--- src/core/arf_cfg.svh ---
// Constants for the range-flag result capture controller
// Assumes inclusion by core design files only
`ifndef ARF_CFG_SVH
`define ARF_CFG_SVH
`define ARF_RES_W      12
`define ARF_MID_CODE   12'h800
`define ARF_TRIG_NS    20
`define ARF_CLK_NS     10
`define ARF_TRIG_CYC   ((`ARF_TRIG_NS + `ARF_CLK_NS - 1) / `ARF_CLK_NS)
`define ARF_TIMEOUT    16'h0100
`endif

--- src/core/arf_pkg.sv ---
// Types for the range-flag result capture controller
// Assumes arf_cfg.svh supplies all numeric constants
`include "arf_cfg.svh"
package arf_pkg;
   typedef enum logic [1:0]
   {
      ARF_IN_RANGE  = 2'h0,
      ARF_UNDER     = 2'h1,
      ARF_OVER      = 2'h2
   } arf_range_t;
   typedef struct packed
   {
      logic [`ARF_RES_W-1:0] bits;
      logic                  top_n;
      logic                  flag;
   } arf_pins_t;
   typedef struct packed
   {
      logic [`ARF_RES_W-1:0] straight;
      logic [`ARF_RES_W-1:0] twos;
      logic signed [`ARF_RES_W-1:0] signed_val;
      arf_range_t            range;
   } arf_result_t;
endpackage

--- src/core/arf_host.sv ---
// Contract
// - Strobe rising edge captures new result
// - Inverted strobe edge captures previous result
// - Flag AND top bit gives range
// - Twos complement uses inverted top bit
// - Straight bipolar: subtract 2048 for sign
// - Host supplies one trigger per sample
//
// Host controller: issues conversion triggers, captures result on strobe edges
// Assumes device pins arrive asynchronously; one clock, synchronous reset
`timescale 1ns/1ps
`include "arf_cfg.svh"
module arf_host
   import arf_pkg::*;
#(
   parameter int TRIG_CYC = `ARF_TRIG_CYC,
   parameter logic [15:0] TIMEOUT = `ARF_TIMEOUT
)
(
   input  wire logic                  clock_i,
   input  wire logic                  rstn_i,
   input  wire logic                  start_i,
   input  wire logic                  result_valid_strobe_i,
   input  wire logic [`ARF_RES_W-1:0] data_i,
   input  wire logic                  data_top_n_i,
   input  wire logic                  range_violation_flag_i,
   output logic                       conversion_trigger_o,
   output logic                       busy_o,
   output logic                       new_valid_o,
   output arf_pkg::arf_result_t       new_res_o,
   output arf_pkg::arf_pins_t         prev_o,
   output logic                       timeout_o
);
   import arf_pkg::*;

   typedef enum logic [2:0]
   {
      ST_IDLE = 3'b001,
      ST_TRIG = 3'b010,
      ST_WAIT = 3'b100
   } arf_state_t;

   typedef struct packed
   {
      arf_state_t  state;
      logic [1:0]  strb_sync;
      arf_pins_t   pin_s1;
      arf_pins_t   pin_s2;
      logic        strb_d;
      logic [7:0]  tcnt;
      logic [15:0] wcnt;
      logic        trig;
      logic        nvalid;
      arf_pins_t   cap;
      arf_pins_t   prev;
      logic        tout;
      logic        busy;
      arf_result_t res;
   } arf_host_st_t;

   arf_host_st_t st_ff;
   arf_host_st_t nxt_st;
   arf_result_t  dec_res;
   arf_pins_t    pin_now;
   logic         rise;
   logic         fall;

   assign pin_now = '{bits: data_i, top_n: data_top_n_i, flag: range_violation_flag_i};
   assign rise    = st_ff.strb_sync[1] & ~st_ff.strb_d;
   assign fall    = ~st_ff.strb_sync[1] & st_ff.strb_d;

   // Decode the word about to be captured so the result lands in a flop
   arf_decode u_dec
   (
      .pins_i (st_ff.pin_s2),
      .res_o  (dec_res)
   );

   always_comb
   begin
      nxt_st           = st_ff;
      // Data takes two stages so it lines up with the strobe edge
      nxt_st.strb_sync = {st_ff.strb_sync[0], result_valid_strobe_i};
      nxt_st.pin_s1    = pin_now;
      nxt_st.pin_s2    = st_ff.pin_s1;
      nxt_st.strb_d    = st_ff.strb_sync[1];
      nxt_st.nvalid    = 1'b0;
      if (rise)
      begin
         nxt_st.cap    = st_ff.pin_s2;
         nxt_st.res    = dec_res;
         nxt_st.nvalid = 1'b1;
      end
      // Inverted strobe: word before the next update
      if (fall)
         nxt_st.prev = st_ff.pin_s2;
      case (st_ff.state)
         ST_IDLE:
         begin
            if (start_i)
            begin
               nxt_st.state = ST_TRIG;
               nxt_st.trig  = 1'b1;
               nxt_st.tcnt  = 8'h00;
               nxt_st.tout  = 1'b0;
            end
         end
         ST_TRIG:
         begin
            nxt_st.tcnt = st_ff.tcnt + 8'h01;
            if (st_ff.tcnt >= 8'(TRIG_CYC - 1))
            begin
               nxt_st.trig  = 1'b0;
               nxt_st.state = ST_WAIT;
               nxt_st.wcnt  = 16'h0000;
            end
         end
         ST_WAIT:
         begin
            nxt_st.wcnt = st_ff.wcnt + 16'h0001;
            // Every conversion ends in a strobe; a missing one is reported
            if (rise)
               nxt_st.state = ST_IDLE;
            else if (st_ff.wcnt >= TIMEOUT)
            begin
               nxt_st.tout  = 1'b1;
               nxt_st.state = ST_IDLE;
            end
         end
         default:
            nxt_st.state = ST_IDLE;
      endcase
      // Busy follows the next state so the pin is a flop output
      nxt_st.busy = nxt_st.state != ST_IDLE;
   end

   always_ff @(posedge clock_i)
   begin
      if (!rstn_i)
      begin
         st_ff       <= '0;
         st_ff.state <= ST_IDLE;
      end
      else
         st_ff <= nxt_st;
   end

   assign conversion_trigger_o = st_ff.trig;
   assign busy_o               = st_ff.busy;
   assign new_valid_o          = st_ff.nvalid;
   assign prev_o               = st_ff.prev;
   assign timeout_o            = st_ff.tout;
   // Decoded word registered at capture; no logic after the flop
   assign new_res_o            = st_ff.res;
endmodule

--- src/core/arf_decode.sv ---
// Result decoder: latched pin word into codings and range class
// Assumes inputs are stable registered values on the same clock
`timescale 1ns/1ps
`include "arf_cfg.svh"
module arf_decode
   import arf_pkg::*;
(
   input  wire arf_pkg::arf_pins_t   pins_i,
   output arf_pkg::arf_result_t      res_o
);
   import arf_pkg::*;
   always_comb
   begin
      res_o.straight   = pins_i.bits;
      // Twos complement from the inverted top bit
      res_o.twos       = {pins_i.top_n, pins_i.bits[`ARF_RES_W-2:0]};
      // Straight binary with bipolar input: remove mid code
      res_o.signed_val = $signed(pins_i.bits - `ARF_MID_CODE);
      if (!pins_i.flag)
         res_o.range = ARF_IN_RANGE;
      else if (pins_i.bits[`ARF_RES_W-1])
         res_o.range = ARF_OVER;
      else
         res_o.range = ARF_UNDER;
   end
endmodule

--- config.mk ---
export PLATFORM = sky130hd
export DESIGN_NAME = arf_host
export DESIGN_NICKNAME = d
export VERILOG_FILES = /design/src/core/arf_pkg.sv /design/src/core/arf_host.sv /design/src/core/arf_decode.sv
export VERILOG_INCLUDE_DIRS = /design/src /design/src/core
export SDC_FILE = /design/constraint.sdc
export NUM_CORES = 1
export LEC_CHECK = 0
export BUFFER_PORTS_ARGS = -buffer_cell sky130_fd_sc_hd__buf_2
export CORE_MARGIN = 2
export CORE_UTILIZATION = 55
export CTS_CLUSTER_SIZE = 10
export DETAILED_ROUTE_END_ITERATION = 12
export PLACE_DENSITY = 0.79
export SYNTH_ARGS = -nofsm -noshare
export SYNTH_HDL_FRONTEND = slang
export SYNTH_SLANG_ARGS = --single-unit
--- constraint.sdc ---
create_clock -name clock_i -period 4.8 [get_ports clock_i]
set_input_delay 0.24 -clock clock_i [delete_from_list [all_inputs] [get_ports clock_i]]
set_output_delay 0.24 -clock clock_i [all_outputs]
set_load 0.005 [all_outputs]
==> results of run 1 <==
synthesized netlist by cell type (3+ instances only):
library cell / count
nor4_1: 3
or4_1: 3
and2_1: 33
nor2b_1: 4
o211ai_1: 3
buf_1: 4
nand2b_1: 3
a31oi_1: 4
buf_4: 53
ha_1: 5
nor2_1: 14
nor3_1: 8
dfxtp_1: 92
inv_1: 4
nand4_1: 13
a21oi_1: 41
and3_1: 4
o21ai_0: 7
nand3_1: 13
nand2_1: 69
nand3b_1: 3
clkbuf_1: 14
o31ai_1: 5
worst max-delay path, stage by stage (launching register included):
cell	delay [ps]
dfxtp_1	370
inv_1	70
ha_1	170
or4b_1	510
o21ai_2	540
nand2_1	240
a311oi_1	310
worst max path at each step:
stage	start	endpoint	slack [ps]
finish	st_ff[87]	st_ff[76]	2480
global route	st_ff[87]	st_ff[76]	2270
CTS	st_ff[87]	st_ff[76]	2480
detailed placement	st_ff[87]	st_ff[76]	2510
global placement	st_ff[87]	st_ff[76]	2650
floorplan	st_ff[87]	st_ff[76]	3080
kinds of logic after synthesis:
kind of cell / synth area share
and+or+nand+nor: 0.254
buffers and inverters: 0.128
DFF: 0.479
adders and majority gates: 0.0163
muxes: 0.0111
AOI/OAI and AO/OA: 0.111
sequential cells by signal (all words and copies together) (netlist names):
register              cells
timeout_o                 1
prev_o                   14
new_valid_o               1
conversion_trigger_o      1
busy_o                    1
new_res_o                15
nxt_st                   16
st_ff                    43
metal layers:
metal / vias to the layer above / wire length, um / share of wire / global-route usage
li1: 1465 / - / - / -
met1: 1295 / 3190 / 0.48 / 0.228
met2: 76 / 3060 / 0.46 / 0.306
met3: 12 / 291 / 0.044 / 0.0377
met4: 0 / 99 / 0.015 / 0.0825
met5: - / 0 / 0 / 0
cell type report:
| cell class | instances | area (um2) |
|---|---|---|
| Sequential cell | 92 | 1840 |
| Timing Repair Buffer | 74 | 373 |
| Clock inverter | 5 | 60.1 |
| Multi-Input combinational cell | 265 | 1510 |
| Inverter | 5 | 18.8 |
| Fill cell | 592 | 2740 |
| Clock buffer | 11 | 131 |
| Tap cell | 96 | 120 |
power by group through the flow:
stage                     combinational, mW  clock, mW  sequential [mW]
final                                0.0557      0.506            0.789
after global routing                 0.0637      0.546            0.792
after CTS                            0.0565      0.518            0.790
after detailed placement             0.0563          0            0.808
after global placement               0.0555          0            0.807
after floorplan                      0.0424          0            0.806
stage by stage:
step	hold slack [ps]	cells	setup WS (ps)	power (mW)
after detailed placement	418	532	2510	0.864
after floorplan	362	435	3080	0.848
after global routing	81.6	548	2270	1.40
after global placement	414	532	2650	0.863
after CTS	64.8	548	2480	1.36
final	81.8	548	2480	1.35
==> flow_summary.yaml, run 1 <==
run_status:
  status: "finished clean"
clock_network:
  clk_path_buf_depth: 2
  cts_hold_buf: 0
  h-tree-depth: 3
  clockRootBuffer: "clkbuf_8"
  cts_sinks: 92
  clkTransAtPathRegs_ps: 90
  post-cts-setup-buffers: 0
  cts_buffers: 9
  cts_tree: "done"
  clk_latency_ps: 350
  cts.repair.resized: 0
cells_and_area:
  n_antenna_cell: 0
  mostFrequentLayoutCells: "92 x dfxtp_1, 73 x buf_2, 69 x nand2_1, 41 x a21oi_1, 33 x and2_1"
  layout_commonest_cell: "dfxtp_1"
  final_util: 0.597
  syn_to_final_growth_pct: 5.43
  fin_area_um2: 4060
  drive_above_1_share: 0.212
  layout.nets: 470
global_route:
  overflow: 0
  grt_pass1_wl_mm: 11.2
  antenna_found_initial: 0
  grt_use_total: 0.183
  grt_pass1_vias: 2543
  grt_max_degree: 56
worst_setup_path:
  rr_startpoint: "st_ff[87]"
  cp-start-kind: "flop"
  crit_fanout: 14
  crit_required_ps: 5050
  worst-setup-path-type: "reg2reg"
  arrival_ps: 2570
  endpoint_kind: "flop"
  ff2ff_setup_slack_ps: 2480
  r2r-end: "st_ff[76]"
  r2r_cells: 6
synth:
  synth_fp_nets: 458
  yosys.area.top_type_share: 0.479
  synth_top_flop_cell: "dfxtp_1"
  yosys.area.top_type: "dfxtp_1"
  synth_area_per_cell_um2: 8.84
  syn-cell-area_um2: 3850
  yosysWarnings: 0
  yosys-top-cells-area: "dfxtp_1 48%, buf_4 10%, nand2_1 6.7%, and2_1 5.4%, a21oi_1 5.3%"
  synth-seq-area-share: 0.479
  synth_cells: 435
  ys_ff_latch: 92
  synthArstFlopShare: 0
  synth_edf_count: 0
  ys_types: 47
timing:
  final_max_slew_viol_count: 0
  hold_viol: 0
  max-slew-margin-rel: 0.333
  clock-skew-final_ps: 9.69
  period_share: 0.483
  max_freq_mhz: 431
  setup_viol: 0
  fin_crit_ps: 2320
  setup_tns_ps: 0
  rsz0062_at_grt: "false"
  tightest_slew_ps: 998
die:
  dieHeight_um: 87.6
  io_pins: 74
  core_um2: 6790
  die_area_um2: 7680
  num_rows: 30
  initial_core_util: 0.566
  chipWidth_um: 87.6
min_path:
  hp-start: "data_i[9]"
  holdCritPathClass: "in2reg"
  whs_path_depth: 2
  hold_path_end: "nxt_st[106]"
routing:
  vias: 2848
  drt_wl_total_mm: 6.64
  drtIter0Drc: 103
  drc: 0
  viasPerCell: 5.20
  drt-pass1-iter-count: 4
  drtAntennaViolNets: 0
  wl_per_cell_um: 12.1
placement:
  io_buffers: 73
  gp_congestion: 0.841
  dpl_cell_area_um2: 3860
  post-dp-hpwl_mm: 4.38
pwr:
  p_int_mw: 1.05
  power.density_nw_per_um2: 333
  netSwitchingFraction: 0.225
  peakVddDrop_v: 0.000141
  power_frac_comb: 0.041
  switching_power_uw: 304
  power_leakage_nw: 1.65
  p_seq_frac: 0.584
  power.share.clock: 0.375
job:
  cap_violations: 0
(Power assumes the default switching activity.)
==> run 2: changes to the inputs <==
==> constraint.sdc (replaced) <==
create_clock -name clock_i -period 2.3 [get_ports clock_i]
set_input_delay 0.115 -clock clock_i [delete_from_list [all_inputs] [get_ports clock_i]]
set_output_delay 0.115 -clock clock_i [all_outputs]
set_load 0.005 [all_outputs]
==> flow_summary.yaml, run 2 (synthesis gave the netlist of run 1 again) <==
job:
  cap_violations: 0
cells_and_area:
  mostFrequentLayoutCells: "92 x dfxtp_1, 73 x buf_2, 69 x nand2_1, 41 x a21oi_1, 33 x and2_1"
  layout.nets: 491
  n_antenna_cell: 0
  final_util: 0.628
  largest_reg_flops: 43
  regMostFlops: "st_ff"
  syn_to_final_growth_pct: 10.9
  drive_above_1_share: 0.220
  layout_commonest_cell: "dfxtp_1"
  nFillCells: 550
timing:
  final_max_slew_viol_count: 0
  max-slew-margin-rel: 0.557
  holdWs_ps: 209
  hold_viol: 0
  setup_viol: 0
  fin_crit_ps: 1980
  max_freq_mhz: 506
  clock-skew-final_ps: 10.3
  setup_slack_ps: 325
  tightest_slew_ps: 664
  setup_tns_ps: 0
  period_share: 0.859
  rsz0062_at_grt: "false"
clock_network:
  clockRootBuffer: "clkbuf_8"
  cts_buffers: 9
  cts_tree: "done"
  post-cts-setup-buffers: 0
  cts.repair.resized: 0
  cts_sinks: 92
  clk_latency_ps: 360
  clkTransAtPathRegs_ps: 90
  clk_path_buf_depth: 2
  h-tree-depth: 3
global_route:
  grt_max_degree: 47
  grt_pass1_vias: 2743
  antenna_found_initial: 0
  overflow: 0
  grt_pass1_wl_mm: 12.3
  met3_usage: 0.0481
  met2_usage: 0.354
  grt_use_total: 0.203
  globalRouteMet1Util: 0.245
  grt_busiest_layer: "met2"
die:
  core_um2: 6790
  initial_core_util: 0.566
  chipWidth_um: 87.6
  num_rows: 30
  dieHeight_um: 87.6
  die_area_um2: 7680
  io_pins: 74
worst_setup_path:
  crit_fanout: 10
  r2r-end: "st_ff[85]"
  r2r_cells: 7
  crit_required_ps: 2590
  arrival_ps: 2270
  slowest_stage: "or4b_1"
  rr_startpoint: "st_ff[87]"
  endpoint_kind: "flop"
  critical_path.max_stage_delay_ps: 500
  ff2ff_setup_slack_ps: 320
  crit_chain: "inv_1 > ha_1 > or4b_1 > o21ai_2 > buf_4 > o311ai_0 > a21oi_1"
  worst-setup-path-type: "reg2reg"
  cp-start-kind: "flop"
routing:
  drtAntennaViolNets: 0
  viasPerCell: 5.27
  wl_per_cell_um: 13.2
  drt_wl_total_mm: 7.50
  drt-pass1-iter-count: 4
  drtIter0Drc: 174
  drc: 0
  vias: 2998
placement:
  gp_congestion: 0.808
  place_ws_ps: 335
  post-dp-hpwl_mm: 4.79
  io_buffers: 73
pwr:
  power.density_nw_per_um2: 684
  peakVddDrop_v: 0.000291
  power_leakage_nw: 1.75
  power.total_mw: 2.92
min_path:
  hold_path_end: "st_ff[86]"
  whs_path_depth: 3
  hp-start: "rstn_i"
  holdCritPathClass: "in2reg"
run_status:
  status: "finished clean"
==> run 2: timing repair <==
item | in CTS | in global routing
hold endpoints to repair | 15 | 0
endpoints found under the setup margin | 0 | 0
hold buffers | 15 | 0
==> run 2: worst max-delay path by stage <==
stage	startpoint	end	slack, ps	cells after the start
2_1_floorplan	st_ff[87]	st_ff[76]	580	6
3_3_place_gp	st_ff[87]	st_ff[85]	440	7
3_5_place_dp	st_ff[87]	st_ff[85]	340	7
4_1_cts	st_ff[87]	st_ff[85]	310	7
5_1_grt	st_ff[87]	st_ff[72]	170	7
6_report	st_ff[87]	st_ff[85]	320	7
==> run 2: final cells by class <==
cell class              instances  area [um2]  share of cell area
multi-input cells             265        1510               0.354
flip-flops and latches         92        1840               0.432
inverters                       5        18.8             0.00440
clock inverters                 7        82.6              0.0194
well taps                      96         120              0.0282
repair buffers                 95         568               0.133
clock buffers                   9         124              0.0290
==> run 2: critical path, delay by kind of cell, from the launching register on <==
family / cells / cell delay (ps)
DFF: 1 / 380
AOI/OAI and AO/OA: 3 / 550
and+or+nand+nor: 1 / 500
adders and majority gates: 1 / 190
buffers and inverters: 2 / 300
==> run 2: metal layers <==
metal | routed length, um | up-vias
met5 | 0 | -
met4 | 67 | 0
met3 | 395 | 10
met2 | 3680 | 105
met1 | 3360 | 1380
li1 | - | 1503
==> run 2: metrics by stage <==
| stage | cells | cell area, um2 |
|---|---|---|
| after floorplan | 435 | 3850 |
| after global placement | 538 | 3910 |
| after detailed placement | 538 | 3910 |
| after CTS | 569 | 4270 |
| after global routing | 569 | 4270 |
| final | 569 | 4270 |
==> run 2: where the power goes <==
group          leakage, nW  internal [mW]  switching [mW]  total, mW
Clock               0.0984          0.519           0.605       1.12
Sequential           0.749           1.63          0.0205       1.65
Combinational        0.904         0.0672          0.0757      0.143
